[config.mk]
export PLATFORM = sky130hd
export DESIGN_NAME = fcg_clock_generator
export DESIGN_NICKNAME = d
export VERILOG_FILES = /design/src/fcg_pkg.sv /design/src/fcg_clock_generator.sv
export VERILOG_INCLUDE_DIRS = /design/src
export SDC_FILE = /design/constraint.sdc
export NUM_CORES = 1
export LEC_CHECK = 0
export BUFFER_PORTS_ARGS = -buffer_cell sky130_fd_sc_hd__buf_2
export CAP_MARGIN = 15
export CORE_MARGIN = 3
export CORE_UTILIZATION = 35
export CTS_BUF_LIST = sky130_fd_sc_hd__clkbuf_16
export CTS_CLUSTER_DIAMETER = 120
export DETAILED_ROUTE_END_ITERATION = 12
export REMOVE_ABC_BUFFERS = 1
export SLEW_MARGIN = 30
export SYNTH_ARGS = -nofsm -noshare
export SYNTH_HDL_FRONTEND = slang
export SYNTH_SLANG_ARGS = --single-unit
[constraint.sdc]
create_clock -name clock_i -period 3.8 [get_ports clock_i]
set_input_delay 0.76 -clock clock_i [delete_from_list [all_inputs] [get_ports clock_i]]
set_output_delay 0.76 -clock clock_i [all_outputs]
set_load 0.005 [all_outputs]
[src/fcg_cfg.svh]
/*
 * Constants of the clock generator: register indices, field positions,
 * reset values and timing counts.
 * Assumes a 100 MHz system clock and inclusion by its bare name.
 */
`ifndef FCG_CFG_SVH
`define FCG_CFG_SVH

`define FCG_REG_CTRL1 3'h0
`define FCG_REG_CTRL2 3'h1
`define FCG_REG_STAT1 3'h2
`define FCG_REG_STAT2 3'h3
`define FCG_REG_FILT_UP 3'h4
`define FCG_REG_FILT_LO 3'h5
`define FCG_REG_TRIM 3'h6

`define FCG_C1_HIGH_GAIN 7
`define FCG_C1_RANGE 6
`define FCG_C1_REF_SEL 5
`define FCG_C1_MODE_HI 4
`define FCG_C1_MODE_LO 3
`define FCG_C1_OSC_KEEP 2
`define FCG_C1_LOC_DIS 1
`define FCG_C2_LOL_RE 7
`define FCG_C2_LOC_RE 3
`define FCG_S1_FLAG 0

`define FCG_FILT_RST 12'h0C0
`define FCG_TRIM_RST 8'h80
`define FCG_TRIM_MID 16'h0080

`define FCG_CLK_HZ 64'd100000000
`define FCG_IRC_HZ 64'd243000
`define FCG_DBG_HZ 64'd8000000
`define FCG_RTI_HZ 64'd1000000
`define FCG_ACC_ONE 64'd65536
`define FCG_LOC_NS 64'd10000
`define FCG_LOC_CYC (((`FCG_LOC_NS * (`FCG_CLK_HZ / 64'd1000000)) + 64'd999) / 64'd1000)
`define FCG_EDGES_VALID 3'h4
`define FCG_LOCK_TOL 8'h01
`define FCG_UNLOCK_TOL 8'h02

`endif

[src/fcg_pkg.sv]
/*
 * Types of the clock generator: operating modes, register fields, register port.
 * Assumes fcg_cfg.svh beside it.
 */
package fcg_pkg;
    typedef enum logic [4:0] {
        MODE_OFF = 5'h01,
        MODE_SELF = 5'h02,
        MODE_LOOP_INT = 5'h04,
        MODE_BYP_EXT = 5'h08,
        MODE_LOOP_EXT = 5'h10
    } fcg_mode_e;

    typedef struct packed {
        logic high_gain_select;
        logic range;
        logic ext_reference_select;
        logic [1:0] clock_mode_field;
        logic osc_keep_on_in_off;
        logic clock_loss_detect_disable;
    } fcg_ctrl1_s;

    typedef struct packed {
        logic lol_reset_en;
        logic [2:0] mult_factor;
        logic loc_reset_en;
        logic [2:0] reduce_div;
    } fcg_ctrl2_s;

    typedef struct packed {
        logic [2:0] addr;
        logic [7:0] wdata;
        logic wr;
        logic rd;
    } fcg_bus_s;
endpackage : fcg_pkg

[src/fcg_clock_generator.sv]
/*
 * Clock generator with frequency-locked loop, modelled on one 100 MHz clock.
 * Oscillators are phase accumulators; clock outputs other than the registered external reference copy are toggling flip-flops.
 * Assumes the oscillator pin input is synchronous and a register port with
 * read data returned in the cycle after the read strobe.
 */
// How it works
// - reset enters self-clocked mode, loop open
// - off mode freezes main output clock
// - internal loop mode multiplies internal reference
// - unlocked internal loop keeps adjusting oscillator
// - status shows lock and loss of lock
// - bypass mode drives output from external clock
// - external loop mode multiplies, unlocked then locked
// - first write reserves input pin for external
// - first write reserves output pin for external
// - high gain bit selects oscillator amplitude
// - range bit selects low or high crystal
// - internal 8 MHz debug and trimmable reference
// - loop output scaled for bus rates
// - post divider powers of two, 1 to 128
// - clock or lock loss requests reset or interrupt
// - external reference monitored, valid bit shown
// - oscillator keeps setting through stop, lost reference
// - non-running sources are locked out
// - output moves to loop clock once locked
// - separate self-clocked source for periodic timer
// - fixed-frequency enable beside multiplied and reference
// - mode field 00 self,01 int,10 byp,11 ext
// - bypass takes effect only when reference valid
// - internal first write bars later external modes
// - write-once bits take only first write
`timescale 1ns/1ps
`default_nettype none
`include "fcg_cfg.svh"

module fcg_clock_generator
    import fcg_pkg::*;
(
    input wire logic clock_i,
    input wire logic rst_n_i,
    input wire logic ce_i,
    input wire logic [2:0] addr_i,
    input wire logic [7:0] wdata_i,
    input wire logic wr_i,
    input wire logic rd_i,
    input wire logic stop_i,
    input wire logic osc_input_pin_i,
    output logic [7:0] rdata_o,
    output logic main_output_clock_o,
    output logic loop_multiplied_clock_o,
    output logic ext_reference_clock_o,
    output logic fixed_freq_enable_o,
    output logic debug_local_clock_o,
    output logic rti_clock_o,
    output logic osc_input_pin_en_o,
    output logic osc_output_pin_o,
    output logic osc_output_pin_oe_o,
    output logic osc_high_gain_o,
    output logic osc_range_o,
    output logic reset_req_o,
    output logic irq_req_o
);
    localparam logic [15:0] IRC_STEP = 16'((`FCG_IRC_HZ * `FCG_ACC_ONE) / `FCG_CLK_HZ);
    // toggle flops flip once per overflow, so these steps run at twice the clock rate
    localparam logic [15:0] DBG_STEP = 16'((64'd2 * `FCG_DBG_HZ * `FCG_ACC_ONE) / `FCG_CLK_HZ);
    localparam logic [15:0] RTI_STEP = 16'((64'd2 * `FCG_RTI_HZ * `FCG_ACC_ONE) / `FCG_CLK_HZ);
    localparam logic [11:0] LOC_CYC = 12'(`FCG_LOC_CYC);

    typedef struct packed {
        fcg_mode_e mode;
        fcg_ctrl1_s c1;
        fcg_ctrl2_s c2;
        logic c1_written;
        logic ext_rsv;
        logic [11:0] filter_value;
        logic [7:0] trim;
        logic lock;
        logic lost_lock;
        logic lost_clk;
        logic ext_ref_clock_status;
        logic generator_irq_flag;
        logic [15:0] osc_acc;
        logic [15:0] irc_acc;
        logic [15:0] dbg_acc;
        logic [15:0] rti_acc;
        logic [7:0] osc_cnt;
        logic ext_prev;
        logic [2:0] ext_edges;
        logic [11:0] loc_cnt;
        logic src_ext;
        logic [6:0] div_cnt;
        logic main_clk;
        logic osc_clk;
        logic dbg_clk;
        logic rti_clk;
        logic ext_clk;
        logic ffe;
        logic pin_en;
        logic pin_out;
        logic pin_oe;
        logic reset_req;
        logic irq_req;
        logic [7:0] rdata;
    } fcg_state_s;

    fcg_state_s st_ff;
    fcg_state_s nxt_st;
    fcg_bus_s bus;

    assign bus = '{addr: addr_i, wdata: wdata_i, wr: wr_i, rd: rd_i};

    always_comb begin
        logic [16:0] osc_sum;
        logic [16:0] irc_sum;
        logic [16:0] dbg_sum;
        logic [16:0] rti_sum;
        logic osc_tick;
        logic irc_tick;
        logic ext_rise;
        logic ref_tick;
        logic loop_on;
        logic [7:0] target;
        logic [7:0] diff;
        logic src_tick;
        logic want_ext;
        logic osc_run;
        logic loc_event;
        logic lol_event;
        logic [6:0] div_top;
        fcg_mode_e req;
        nxt_st = st_ff;
        osc_sum = '0;
        irc_sum = '0;
        dbg_sum = '0;
        rti_sum = '0;
        osc_tick = 1'b0;
        irc_tick = 1'b0;
        ext_rise = 1'b0;
        ref_tick = 1'b0;
        loop_on = 1'b0;
        target = '0;
        diff = '0;
        src_tick = 1'b0;
        want_ext = 1'b0;
        osc_run = 1'b0;
        loc_event = 1'b0;
        lol_event = 1'b0;
        div_top = '0;
        req = st_ff.mode;

        // oscillators as phase accumulators
        osc_sum = {1'b0, st_ff.osc_acc} + {5'h00, st_ff.filter_value};
        osc_tick = osc_sum[16];
        nxt_st.osc_acc = osc_sum[15:0];
        irc_sum = {1'b0, st_ff.irc_acc} + {1'b0, IRC_STEP} + {9'h000, st_ff.trim}
            - {1'b0, `FCG_TRIM_MID};
        irc_tick = irc_sum[16];
        nxt_st.irc_acc = irc_sum[15:0];
        dbg_sum = {1'b0, st_ff.dbg_acc} + {1'b0, DBG_STEP};
        nxt_st.dbg_acc = dbg_sum[15:0];
        if (dbg_sum[16]) begin
            nxt_st.dbg_clk = ~st_ff.dbg_clk;
        end
        rti_sum = {1'b0, st_ff.rti_acc} + {1'b0, RTI_STEP};
        nxt_st.rti_acc = rti_sum[15:0];
        if (rti_sum[16]) begin
            nxt_st.rti_clk = ~st_ff.rti_clk;
        end
        if (osc_tick) begin
            nxt_st.osc_clk = ~st_ff.osc_clk;
        end

        // oscillator pins
        osc_run = st_ff.ext_rsv && (st_ff.mode != MODE_OFF || st_ff.c1.osc_keep_on_in_off);
        nxt_st.pin_en = st_ff.ext_rsv;
        nxt_st.pin_oe = osc_run && st_ff.c1.ext_reference_select;
        nxt_st.pin_out = ~osc_input_pin_i;
        nxt_st.ext_clk = osc_run && osc_input_pin_i;

        // reference monitor
        nxt_st.ext_prev = osc_input_pin_i;
        ext_rise = osc_run && osc_input_pin_i && !st_ff.ext_prev;
        if (!osc_run) begin
            nxt_st.ext_edges = '0;
            nxt_st.loc_cnt = '0;
            nxt_st.ext_ref_clock_status = 1'b0;
        end else if (ext_rise) begin
            nxt_st.loc_cnt = '0;
            if (st_ff.ext_edges != `FCG_EDGES_VALID) begin
                nxt_st.ext_edges = st_ff.ext_edges + 3'h1;
            end else begin
                nxt_st.ext_ref_clock_status = 1'b1;
            end
        end else if (st_ff.loc_cnt != LOC_CYC) begin
            nxt_st.loc_cnt = st_ff.loc_cnt + 12'h001;
        end else begin
            nxt_st.ext_edges = '0;
            nxt_st.ext_ref_clock_status = 1'b0;
            loc_event = st_ff.ext_ref_clock_status && !st_ff.c1.clock_loss_detect_disable;
        end

        // mode selection
        case (st_ff.c1.clock_mode_field)
            2'b00: req = MODE_SELF;
            2'b01: req = MODE_LOOP_INT;
            2'b10: req = st_ff.ext_ref_clock_status ? MODE_BYP_EXT : st_ff.mode;
            2'b11: req = st_ff.ext_ref_clock_status ? MODE_LOOP_EXT : st_ff.mode;
            default: req = MODE_SELF;
        endcase
        if (req == MODE_OFF) begin
            req = MODE_SELF;
        end
        if (stop_i) begin
            nxt_st.mode = MODE_OFF;
        end else if (loc_event || ((req == MODE_BYP_EXT || req == MODE_LOOP_EXT)
                && !st_ff.ext_ref_clock_status)) begin
            nxt_st.mode = MODE_SELF;
        end else begin
            nxt_st.mode = req;
        end

        // frequency-locked loop
        case (st_ff.mode)
            MODE_LOOP_INT: begin
                loop_on = 1'b1;
                ref_tick = irc_tick;
            end
            MODE_LOOP_EXT: begin
                loop_on = st_ff.ext_ref_clock_status;
                ref_tick = ext_rise;
            end
            default: begin
                loop_on = 1'b0;
                ref_tick = 1'b0;
            end
        endcase
        target = {4'h0, st_ff.c2.mult_factor, 1'b0} + 8'h04;
        diff = (st_ff.osc_cnt > target) ? st_ff.osc_cnt - target : target - st_ff.osc_cnt;
        if (!loop_on) begin
            if (st_ff.mode != MODE_LOOP_EXT) begin
                nxt_st.lock = 1'b0;
            end
            nxt_st.osc_cnt = '0;
        end else if (ref_tick) begin
            nxt_st.osc_cnt = {7'h00, osc_tick};
            if (st_ff.osc_cnt < target && st_ff.filter_value != 12'hFFF) begin
                nxt_st.filter_value = st_ff.filter_value + 12'h001;
            end else if (st_ff.osc_cnt > target && st_ff.filter_value != 12'h001) begin
                nxt_st.filter_value = st_ff.filter_value - 12'h001;
            end
            if (diff <= `FCG_LOCK_TOL) begin
                nxt_st.lock = 1'b1;
            end else if (st_ff.lock && diff > `FCG_UNLOCK_TOL) begin
                nxt_st.lock = 1'b0;
                lol_event = 1'b1;
            end
        end else if (osc_tick && st_ff.osc_cnt != 8'hFF) begin
            nxt_st.osc_cnt = st_ff.osc_cnt + 8'h01;
        end

        // glitch-free source switch and post divider
        want_ext = st_ff.mode == MODE_BYP_EXT;
        if ((st_ff.mode == MODE_LOOP_INT || st_ff.mode == MODE_LOOP_EXT) && !st_ff.lock) begin
            want_ext = st_ff.src_ext;
        end
        src_tick = st_ff.src_ext ? ext_rise : osc_tick;
        div_top = 7'((8'h01 << st_ff.c2.reduce_div) - 8'h01);
        if (!st_ff.main_clk && want_ext != st_ff.src_ext) begin
            nxt_st.src_ext = want_ext;
            nxt_st.div_cnt = '0;
        end else if (st_ff.mode != MODE_OFF && st_ff.src_ext && !st_ff.ext_ref_clock_status) begin
            // dead external source: end the stretched high phase so the switch can follow
            nxt_st.main_clk = 1'b0;
        end else if (st_ff.mode != MODE_OFF && src_tick) begin
            if (st_ff.div_cnt >= div_top) begin
                nxt_st.div_cnt = '0;
                nxt_st.main_clk = ~st_ff.main_clk;
            end else begin
                nxt_st.div_cnt = st_ff.div_cnt + 7'h01;
            end
        end
        nxt_st.ffe = st_ff.ext_ref_clock_status
            && (st_ff.mode == MODE_BYP_EXT || st_ff.mode == MODE_LOOP_EXT);

        // loss events, set wins over clear
        if (bus.wr && bus.addr == `FCG_REG_STAT1 && bus.wdata[`FCG_S1_FLAG]) begin
            nxt_st.generator_irq_flag = 1'b0;
            nxt_st.lost_lock = 1'b0;
            nxt_st.lost_clk = 1'b0;
        end
        if (lol_event) begin
            nxt_st.lost_lock = 1'b1;
        end
        if (loc_event) begin
            nxt_st.lost_clk = 1'b1;
        end
        nxt_st.reset_req = (lol_event && st_ff.c2.lol_reset_en)
            || (loc_event && st_ff.c2.loc_reset_en);
        if ((lol_event && !st_ff.c2.lol_reset_en) || (loc_event && !st_ff.c2.loc_reset_en)) begin
            nxt_st.generator_irq_flag = 1'b1;
        end
        nxt_st.irq_req = nxt_st.generator_irq_flag;

        // register writes
        if (bus.wr) begin
            case (bus.addr)
                `FCG_REG_CTRL1: begin
                    if (!st_ff.c1_written) begin
                        nxt_st.c1_written = 1'b1;
                        nxt_st.c1.high_gain_select = bus.wdata[`FCG_C1_HIGH_GAIN];
                        nxt_st.c1.range = bus.wdata[`FCG_C1_RANGE];
                        nxt_st.c1.ext_reference_select = bus.wdata[`FCG_C1_REF_SEL];
                        nxt_st.ext_rsv = bus.wdata[`FCG_C1_MODE_HI];
                    end
                    if (bus.wdata[`FCG_C1_MODE_HI] == 1'b0
                            || (st_ff.c1_written ? st_ff.ext_rsv : 1'b1)) begin
                        nxt_st.c1.clock_mode_field =
                            bus.wdata[`FCG_C1_MODE_HI:`FCG_C1_MODE_LO];
                    end
                    nxt_st.c1.osc_keep_on_in_off = bus.wdata[`FCG_C1_OSC_KEEP];
                    nxt_st.c1.clock_loss_detect_disable = bus.wdata[`FCG_C1_LOC_DIS];
                end
                `FCG_REG_CTRL2: nxt_st.c2 = bus.wdata;
                `FCG_REG_FILT_UP: begin
                    if (st_ff.mode == MODE_SELF) begin
                        nxt_st.filter_value[11:8] = bus.wdata[3:0];
                    end
                end
                `FCG_REG_FILT_LO: begin
                    if (st_ff.mode == MODE_SELF) begin
                        nxt_st.filter_value[7:0] = bus.wdata;
                    end
                end
                `FCG_REG_TRIM: nxt_st.trim = bus.wdata;
                default: nxt_st.trim = st_ff.trim;
            endcase
        end

        // register reads, data valid in the following cycle
        nxt_st.rdata = '0;
        if (bus.rd) begin
            case (bus.addr)
                `FCG_REG_CTRL1: nxt_st.rdata = {st_ff.c1, 1'b0};
                `FCG_REG_CTRL2: nxt_st.rdata = st_ff.c2;
                `FCG_REG_STAT1: nxt_st.rdata = {st_ff.src_ext ? 2'b10
                    : {st_ff.mode == MODE_LOOP_EXT,
                    st_ff.mode == MODE_LOOP_INT || st_ff.mode == MODE_LOOP_EXT},
                    st_ff.c1.ext_reference_select, st_ff.lost_lock, st_ff.lock,
                    st_ff.lost_clk, st_ff.ext_ref_clock_status, st_ff.generator_irq_flag};
                `FCG_REG_STAT2: nxt_st.rdata = {7'h00, st_ff.mode == MODE_LOOP_INT
                    || st_ff.mode == MODE_LOOP_EXT || st_ff.mode == MODE_SELF};
                `FCG_REG_FILT_UP: nxt_st.rdata = {4'h0, st_ff.filter_value[11:8]};
                `FCG_REG_FILT_LO: nxt_st.rdata = st_ff.filter_value[7:0];
                `FCG_REG_TRIM: nxt_st.rdata = st_ff.trim;
                default: nxt_st.rdata = 8'h00;
            endcase
        end
    end

    always_ff @(posedge clock_i) begin
        if (!rst_n_i) begin
            st_ff <= '0;
            st_ff.mode <= MODE_SELF;
            st_ff.filter_value <= `FCG_FILT_RST;
            st_ff.trim <= `FCG_TRIM_RST;
        end else if (ce_i) begin
            st_ff <= nxt_st;
        end
    end

    assign rdata_o = st_ff.rdata;
    assign main_output_clock_o = st_ff.main_clk;
    assign loop_multiplied_clock_o = st_ff.osc_clk;
    assign ext_reference_clock_o = st_ff.ext_clk;
    assign fixed_freq_enable_o = st_ff.ffe;
    assign debug_local_clock_o = st_ff.dbg_clk;
    assign rti_clock_o = st_ff.rti_clk;
    assign osc_input_pin_en_o = st_ff.pin_en;
    assign osc_output_pin_o = st_ff.pin_out;
    assign osc_output_pin_oe_o = st_ff.pin_oe;
    assign osc_high_gain_o = st_ff.c1.high_gain_select;
    assign osc_range_o = st_ff.c1.range;
    assign reset_req_o = st_ff.reset_req;
    assign irq_req_o = st_ff.irq_req;

    AST_RESET_SELF: assert property (@(posedge clock_i)
        $rose(rst_n_i) |-> st_ff.mode == MODE_SELF && !st_ff.lock)
        else $error("not in self-clocked mode after reset");
    AST_OFF_STATIC: assert property (@(posedge clock_i) disable iff (!rst_n_i)
        st_ff.mode == MODE_OFF && $past(st_ff.mode) == MODE_OFF |-> $stable(main_output_clock_o))
        else $error("main clock moved in off mode");
    AST_BYPASS_VALID: assert property (@(posedge clock_i) disable iff (!rst_n_i)
        st_ff.mode == MODE_BYP_EXT && $past(st_ff.mode) != MODE_BYP_EXT
        |-> $past(st_ff.ext_ref_clock_status))
        else $error("bypass entered without valid reference");
    AST_EXT_BARRED: assert property (@(posedge clock_i) disable iff (!rst_n_i)
        st_ff.c1_written && !st_ff.ext_rsv |-> !st_ff.c1.clock_mode_field[1])
        else $error("external mode taken after internal first write");
    AST_WRITE_ONCE: assert property (@(posedge clock_i) disable iff (!rst_n_i)
        $past(st_ff.c1_written) |-> $stable(st_ff.c1.high_gain_select)
        && $stable(st_ff.c1.range) && $stable(st_ff.c1.ext_reference_select))
        else $error("write-once bit changed");
    AST_LOCK_SWITCH: assert property (@(posedge clock_i) disable iff (!rst_n_i)
        ce_i && st_ff.mode == MODE_LOOP_EXT && st_ff.lock && !st_ff.main_clk
        && !stop_i && st_ff.ext_ref_clock_status |=> !st_ff.src_ext)
        else $error("output not moved to loop clock after lock");
    AST_NO_GLITCH: assert property (@(posedge clock_i) disable iff (!rst_n_i)
        $changed(st_ff.src_ext) |-> !$past(st_ff.main_clk) && !st_ff.main_clk)
        else $error("source switched while output high");
    AST_LOSS_RESET: assert property (@(posedge clock_i) disable iff (!rst_n_i)
        $rose(st_ff.lost_clk) && $past(st_ff.c2.loc_reset_en) |-> reset_req_o)
        else $error("clock loss did not request reset");
    AST_PINS_UNUSED: assert property (@(posedge clock_i) disable iff (!rst_n_i)
        !st_ff.ext_rsv && $past(!st_ff.ext_rsv) |-> !osc_input_pin_en_o && !osc_output_pin_oe_o)
        else $error("oscillator pin used without reservation");
endmodule : fcg_clock_generator
`default_nettype wire

==> metrics.txt, run 1 <==
CTS tree done; max-cap viol count 0; critical path capture point type flop; actual slew at the worst max-slew pin 1.02 ns; cell family with most CP delay compound AO/OA/AOI/OAI gates; RePlAce Congestion 0.929; Die X 174 um; Psw 1.13 mW; CP Launch Type flop; Yosys warning count 0; clk buf depth 2; drt first-iter violations 684; Synth top area share 0.324; Resize count post-CTS 0; CP most frequent cell o21a_1; H-tree depth 4; slew margin rel. 0.314; largest net degree at the start of global routing 49; min-delay worst type flop to flop; sw frac 0.279; gr ovfl total 0; Crit-path slowest cell ha_1; r2r startpoint st_ff[147]; Routed WL 27,200 um; drt pass-1 iters 6; combinational power share 0.127; Worst Hold Endpoint st_ff[118]; Main synth FF type dfxtp_1; Int Pwr 2.92 mW; FP Rows 60; Worst-Skew Late Latency 0.44 ns; hold wc startpoint st_ff[118]; n_diodes 0; clock group share of total power 0.428; Hold Path Stages 2; Vias/cell 5.50; total CTS buffers 17; worst-path maximum fanout 13; postcts setup bufs 0; filler cell count 2,789; number of buffers and inverters on the critical path 0; Antenna Violating Nets Remaining 0; Fmax achieved 308 MHz; r2r endpoint st_ff[119]; top area cells in the synthesized netlist dfxtp_1 (32%), ha_1 (7.1%), nor2_1 (5.8%); vias 8,953; total leakage power 4.15 nW; design area 0.0109 sq mm; initial antenna violation count 1; Layout Nets 1,320; I/O pins 39; area grow syn2layout 10.4%; share of layout cells above drive strength 1 0.0940; drc violations 0; WP data required 4.18 ns; post-synth cell types 85; number of synthesized flops with an enable pin 0; Mapped Area 0.00990 sq mm; placed inst area 0.0103 sq mm; Final period util 0.853; first-pass GRT wire length 44,300 um; peak supply drop 0.286 mV; Sink Count 160; number of global-route vias before repair 8,402; Core ar. 0.0274 sq mm; R2R cell count 9; setup_tns 0 ns; worst setup path startpoint st_ff[147]; pwr dens 370 mW/mm^2; total track usage 0.177; Seq/Total Area, Yosys 0.324; mean post-synth cell area 7.99 sq um; Final Hold Vio Count 0; DIE HEIGHT 174 um; post-route minimum period 3.24 ns; full die area 0.0303 sq mm; post-synthesis async set-or-reset flop share 0; setup slack, reg-to-reg 0.56 ns; Setup violations, final 0; critical path class flop to flop; clk_skew 0.00978 ns; WL per Instance 16.7 um; critical path cell sequence ha_1, ha_1, o21a_1, o31a_1, o21a_1, nor3b_1, o21ai_0, nor4bb_1, o21a_1; Mapped Cells 1,239; hold_buf cts 0; RSZ-0062 raised after global routing false; sequential group share of total power 0.445; Synth Register Bits 160; Buffers on Ports 38; crit path DAT 3.63 ns; CP max stage delay 0.53 ns; Yosys top cell by area dfxtp_1; Post-DP HPWL 19,400 um; Initial Util 0.361; status finished clean; clk slew on worst S/H paths 0.07 ns; Slew Limit Fails 0; Root Buffer clkbuf_16
==> final cells by class <==
| type | instances | area [sq um] | share of cell area |
|---|---|---|---|
| repair buffers | 52 | 298 | 0.0272 |
| flip-flops and latches | 160 | 3200 | 0.293 |
| clock buffers | 17 | 425 | 0.0389 |
| clock inverters | 15 | 161 | 0.0148 |
| well taps | 372 | 465 | 0.0426 |
| multi-input cells | 935 | 6090 | 0.557 |
| inverters | 76 | 288 | 0.0263 |
==> metal layers <==
layer  GRT usage  wire [um]
met5           0         16
met4      0.0777        859
met3      0.0406       1570
met2       0.260      11600
met1       0.248      13100
==> cells by family (layout without fill, tap and decap cells) <==
| logic type | count (synthesis) | count (layout) | synth area share |
|---|---|---|---|
| AOI/OAI and AO/OA | 292 | 292 | 0.194 |
| xor gates and xnor gates | 57 | 57 | 0.0504 |
| adders and majority gates | 60 | 60 | 0.0789 |
| buffers and inverters | 144 | 160 | 0.0612 |
| DFF | 160 | 160 | 0.324 |
| muxes | 43 | 43 | 0.0441 |
| and+or+nand+nor | 483 | 483 | 0.248 |
==> cell usage in the layout (no fill, tap or decap), drive strengths merged, types with 6 or more instances in the layout <==
| master | Yosys | layout |
|---|---|---|
| a211oi | 15 | 15 |
| a21boi | 6 | 6 |
| a21o | 14 | 14 |
| a21oi | 82 | 82 |
| a22oi | 10 | 10 |
| a31oi | 13 | 13 |
| and2 | 7 | 7 |
| and3 | 11 | 11 |
| buf | 24 | 52 |
| clkbuf | 44 | 17 |
| clkinv | 2 | 7 |
| dfxtp | 160 | 160 |
| ha | 56 | 56 |
| inv | 74 | 79 |
| mux2i | 38 | 38 |
| nand2 | 91 | 91 |
| nand2b | 19 | 19 |
| nand3 | 53 | 53 |
| nand4 | 27 | 27 |
| nand4b | 8 | 8 |
| nor2 | 153 | 153 |
| nor2b | 11 | 11 |
| nor3 | 31 | 31 |
| nor3b | 6 | 6 |
| nor4 | 16 | 16 |
| o211ai | 15 | 15 |
| o21a | 18 | 18 |
| o21ai | 59 | 59 |
| o22ai | 8 | 8 |
| or2 | 7 | 7 |
| or3 | 19 | 19 |
| or4 | 7 | 7 |
| xnor2 | 27 | 27 |
| xor2 | 30 | 30 |
==> how the worst max path moves through the flow <==
stage                  to  slack, ns  cells past startpoint
4_1_cts        st_ff[139]       0.57                     12
6_report       st_ff[119]       0.56                      9
2_1_floorplan   irq_req_o       0.56                      4
5_1_grt        st_ff[128]       0.25                     13
3_5_place_dp    st_ff[20]       0.59                     11
3_3_place_gp    st_ff[20]       0.66                     11
==> stage by stage <==
step	power [mW]	cells	util	setup slack, ns	hold WS (ns)
global route	4.23	1627	0.399	0.251	0.485
global placement	2.34	1595	0.377	0.655	0.440
finish	4.05	1627	0.399	0.558	0.467
floorplan	2.18	1171	-	0.557	0.430
detailed placement	2.34	1595	0.377	0.586	0.449
CTS	4.09	1627	0.399	0.575	0.464
==> registers in the layout (all words and copies together), names as in the netlist <==
signal / flops
loop_multiplied_clock_o: 1
st_ff: 138
osc_input_pin_en_o: 1
rdata_o: 8
reset_req_o: 1
debug_local_clock_o: 1
osc_high_gain_o: 1
ext_reference_clock_o: 1
nxt_st: 1
osc_output_pin_o: 1
rti_clock_o: 1
irq_req_o: 1
fixed_freq_enable_o: 1
main_output_clock_o: 1
osc_output_pin_oe_o: 1
osc_range_o: 1
==> Yosys cell counts (7+ instances only) <==
| cell | instances |
|---|---|
| or3_1 | 18 |
| inv_1 | 74 |
| nand3_1 | 53 |
| o21a_1 | 18 |
| xnor2_1 | 27 |
| o211ai_1 | 15 |
| nor2_1 | 152 |
| a21oi_1 | 79 |
| xor2_1 | 30 |
| nor2b_1 | 11 |
| a22oi_1 | 10 |
| o22ai_1 | 8 |
| nand4b_1 | 8 |
| nor3_1 | 29 |
| o21ai_0 | 57 |
| and3_1 | 11 |
| a21o_1 | 14 |
| nand2_1 | 91 |
| clkbuf_1 | 44 |
| dfxtp_1 | 160 |
| buf_1 | 8 |
| buf_4 | 8 |
| nor4_1 | 13 |
| a211oi_1 | 14 |
| mux2i_1 | 38 |
| a31oi_1 | 13 |
| ha_1 | 56 |
| or2_2 | 7 |
| nand4_1 | 26 |
| nand2b_1 | 19 |
==> worst register-to-register path: stages (launching register included) <==
cell and delay, ns:
dfxtp_1 0.46, ha_1 0.29, ha_1 0.53, o21a_1 0.17, o31a_1 0.31, o21a_1 0.40, nor3b_1 0.39, o21ai_0 0.17
nor4bb_1 0.33, o21a_1 0.15
==> power by group through the flow <==
stage	sequential (mW)	clock (mW)	combinational [mW]
after floorplan	1.82	0	0.352
after global placement	1.84	0	0.503
after detailed placement	1.84	0	0.506
after CTS	1.80	1.77	0.512
after global routing	1.81	1.84	0.579
final	1.80	1.73	0.512
Note: power is estimated with default switching activity, not from simulation.
==> run 2, diff against run 1 <==
- CORE_UTILIZATION: 35 -> 25
==> metrics.txt, run 2 (synthesis gave the netlist of run 1 again) <==
max-cap viol count 0; R2R cell count 10; Finished Layout Cells 1,775; total leakage power 4.18 nW; max reg flops 138; WP data required 4.14 ns; actual slew at the worst max-slew pin 0.943 ns; Final period util 0.844; Initial Util 0.254; Slew Limit Fails 0; Worst-Skew Late Latency 0.44 ns; most common cell after layout, fill and taps aside dfxtp_1; first-pass GRT wire length 44,400 um; total track usage 0.129; Layout Nets 1,322; placed cells 1,743; Fmax achieved 312 MHz; area grow syn2layout 12.9%; pwr dens 365 mW/mm^2; Post-DP HPWL 19,700 um; setup_tns 0 ns; CP Launch Type flop; Sink Count 160; hold wc startpoint rdata_o[5]; worst-path maximum fanout 8; WL per Instance 15.3 um; gr ovfl total 0; share of layout cells above drive strength 1 0.0963; CTS tree done; peak supply drop 0.256 mV; Most flops, register st_ff; design area 0.0112 sq mm; I/O pins 39; placed inst area 0.0106 sq mm; status finished clean; FP Rows 72; r2r startpoint st_ff[128]; n_diodes 0; Die X 205 um; critical path capture point type flop; total CTS buffers 17; Final Hold Vio Count 0; postcts setup bufs 0; drt first-iter violations 664; RSZ-0062 raised after global routing false; vias 8,919; full die area 0.0420 sq mm; clk_skew 0.0112 ns; post-route minimum period 3.21 ns; drc violations 0; setup slack, reg-to-reg 0.59 ns; DIE HEIGHT 205 um; Antenna Violating Nets Remaining 0; hold_buf cts 0; Vias/cell 5.02; critical path endpoint st_ff[49]; Resize count post-CTS 0; worst setup path startpoint st_ff[128]; r2r endpoint st_ff[49]; critical path class flop to flop; RePlAce Congestion 0.901; Routed WL 27,100 um; H-tree depth 4; Core ar. 0.0389 sq mm; clk buf depth 2; most frequent cells in the layout dfxtp_1 (160), nor2_1 (152), nand2_1 (91); number of global-route vias before repair 8,309; Setup violations, final 0; drt pass-1 iters 5; slew margin rel. 0.368; Buffers on Ports 38; initial antenna violation count 2; Root Buffer clkbuf_16; crit path DAT 3.54 ns; clk slew on worst S/H paths 0.07 ns; min-delay worst type flop to flop; largest net degree at the start of global routing 50
==> run 2: worst max-delay path: stages, from the launching register on <==
cell,delay [ns]
dfxtp_1,0.55
ha_1,0.24
inv_1,0.05
fa_1,0.37
nor2b_1,0.22
o31a_1,0.24
o2111ai_1,0.27
a21o_1,0.32
nor3b_1,0.44
a21oi_1,0.13
a211oi_1,0.26
==> run 2: where the power goes <==
part	internal [mW]	total, mW	leakage, nW	switching (mW)
Combinational	0.198	0.504	2.58	0.306
Clock	0.907	1.77	0.301	0.866
Sequential	1.74	1.80	1.30	0.0590
==> run 2: worst min path at each step <==
stage / cells after the start / slack (ns) / endpoint
after floorplan: 2 / 0.43 / st_ff[118]
after global placement: 2 / 0.45 / osc_output_pin_oe_o
after detailed placement: 2 / 0.45 / st_ff[118]
after CTS: 2 / 0.46 / st_ff[118]
after global routing: 2 / 0.48 / rdata_o[0]
final: 2 / 0.47 / rdata_o[5]
==> run 2: through the flow <==
stage | util | power (mW) | setup slack [ns] | hold WS (ns)
finish | 0.287 | 4.08 | 0.592 | 0.467
global route | 0.287 | 4.27 | 0.205 | 0.483
CTS | 0.287 | 4.12 | 0.572 | 0.464
detailed placement | 0.271 | 2.34 | 0.591 | 0.451
global placement | 0.271 | 2.33 | 0.663 | 0.452
floorplan | - | 2.18 | 0.557 | 0.430
==> run 2: layer usage <==
metal | vias to the layer above | track usage | part of all wire
li1 | 4445 | - | -
met1 | 4195 | 0.175 | 0.46
met2 | 236 | 0.209 | 0.46
met3 | 41 | 0.0273 | 0.059
met4 | 2 | 0.0325 | 0.020
met5 | - | 0 | 0.00030
==> run 2: area by class of cell <==
| cell class | instances | area [sq um] |
|---|---|---|
| Fill cell | 4198 | 27700 |
| Multi-Input combinational cell | 935 | 6090 |
| Sequential cell | 160 | 3200 |
| Tap cell | 518 | 648 |
| Clock buffer | 17 | 425 |
| Timing Repair Buffer | 54 | 325 |
| Inverter | 76 | 288 |
| Clock inverter | 15 | 199 |
==> run 3, diff against run 2 <==
- clock period: 3.8 -> 3.3 ns (I/O delays scaled with it)
==> metrics.txt, run 3 (synthesis gave the netlist of run 1 again) <==
DIE HEIGHT 205 um; actual slew at the worst max-slew pin 1.03 ns; FP Rows 72; gr ovfl total 0; Core Util, Final 0.289; pwr dens 418 mW/mm^2; Layout Nets 1,333; clk buf depth 2; filler cell count 4,153; WL per Instance 15.7 um; max reg flops 138; final worst slack 0.243 ns; WP data required 3.68 ns; RSZ-0062 raised after global routing true; pre-CTS WS 0.163 ns; RePlAce Congestion 0.893; Worst-Skew Late Latency 0.44 ns; CP Launch Type flop; n_diodes 0; area grow syn2layout 13.7%; Most flops, register st_ff; most frequent cells in the layout dfxtp_1 (160), nor2_1 (152), nand2_1 (91); status finished clean; total leakage power 4.24 nW; drc violations 0; share of layout cells above drive strength 1 0.106; Die X 205 um; Routed WL 28,100 um; placed cells 1,754; Setup violations, final 0; full die area 0.0420 sq mm; Final Hold Vio Count 0; H-tree depth 4; smallest hold slack 0.469 ns; Buffers on Ports 38; peak supply drop 0.341 mV; Vias/cell 5.04; drt pass-1 iters 5; Fmax achieved 327 MHz; min-delay worst type flop to flop; total CTS buffers 17; Root Buffer clkbuf_16; crit path DAT 3.44 ns; Finished Layout Cells 1,786; number of global-route vias before repair 8,601; Slew Limit Fails 0; post-route minimum period 3.06 ns; Final period util 0.926; worst-path maximum fanout 12; vias 9,007; Initial Util 0.254; postcts setup bufs 0; Post-DP HPWL 20,000 um; critical path capture point type flop; largest net degree at the start of global routing 84; initial antenna violation count 2; slew margin rel. 0.312; Sink Count 160; drt first-iter violations 674; max-cap viol count 0; Core ar. 0.0389 sq mm; I/O pins 39; first-pass GRT wire length 45,700 um; total track usage 0.134; clk slew on worst S/H paths 0.07 ns; clk_skew 0.0139 ns; critical path class flop to flop; most common cell after layout, fill and taps aside dfxtp_1; Antenna Violating Nets Remaining 0; CTS tree done
-- run 3: cell types whose count changed in the layout (fill, tap and decap cells not counted) --
cell / delta
o21a_1: -1
o21a_2: +1
inv_8: +2
nor4_1: -1
inv_12: -2
buf_4: +11
clkinvlp_4: +1
nor4_2: +1
inv_6: -1
-- run 3: layer usage --
metal | track usage | wire (um)
met1 | 0.174 | 12900
met2 | 0.221 | 13100
met3 | 0.0270 | 1380
met4 | 0.0444 | 644
met5 | 0 | 20
-- run 3: stage by stage --
step	area (sq um)	TNS (ns)	total power, mW
2_1_floorplan	9580	0	2.50
3_5_place_dp	10600	0	2.70
3_3_place_gp	10600	0	2.68
6_report	11300	0	4.70
4_1_cts	11200	0	4.75
5_1_grt	11300	-0.0194	4.90
-- run 3: final timing paths --
| path | from | endpoint | slack [ns] | cells past startpoint |
|---|---|---|---|---|
| worst max register to register | st_ff[147] | st_ff[119] | 0.24 | 10 |
| worst min register to register | fixed_freq_enable_o | fixed_freq_enable_o | 0.47 | 2 |
| worst max-delay path | st_ff[147] | st_ff[119] | 0.24 | 10 |
| worst min-delay path | fixed_freq_enable_o | fixed_freq_enable_o | 0.47 | 2 |
-- run 3: layout make-up --
| cell class | count | area (sq um) | area share |
|---|---|---|---|
| inverters | 76 | 288 | 0.0256 |
| clock buffers | 17 | 425 | 0.0378 |
| well taps | 518 | 648 | 0.0576 |
| repair buffers | 65 | 408 | 0.0362 |
| multi-input cells | 935 | 6100 | 0.542 |
| flip-flops and latches | 160 | 3200 | 0.285 |
| clock inverters | 15 | 188 | 0.0167 |
-- run 3: where the power goes --
part | leakage [nW] | switching, mW | internal, mW
Clock | 0.294 | 1.01 | 1.03
Sequential | 1.30 | 0.0680 | 2.00
Combinational | 2.64 | 0.356 | 0.230
-- run 3: timing repair --
action | in CTS | in global routing
resized for setup | 0 | 2
endpoints found under the setup margin | 0 | 11
hold buffers | 0 | 0
-- run 3: critical path: stages, from the launching register on --
cell and delay, ns:
dfxtp_1 0.48, ha_1 0.30, ha_1 0.29, buf_4 0.18, nor2b_1 0.13, a311oi_1 0.36
a311oi_1 0.17, a2111oi_2 0.48, o21ai_0 0.17, nor4bb_1 0.30, o21a_1 0.15
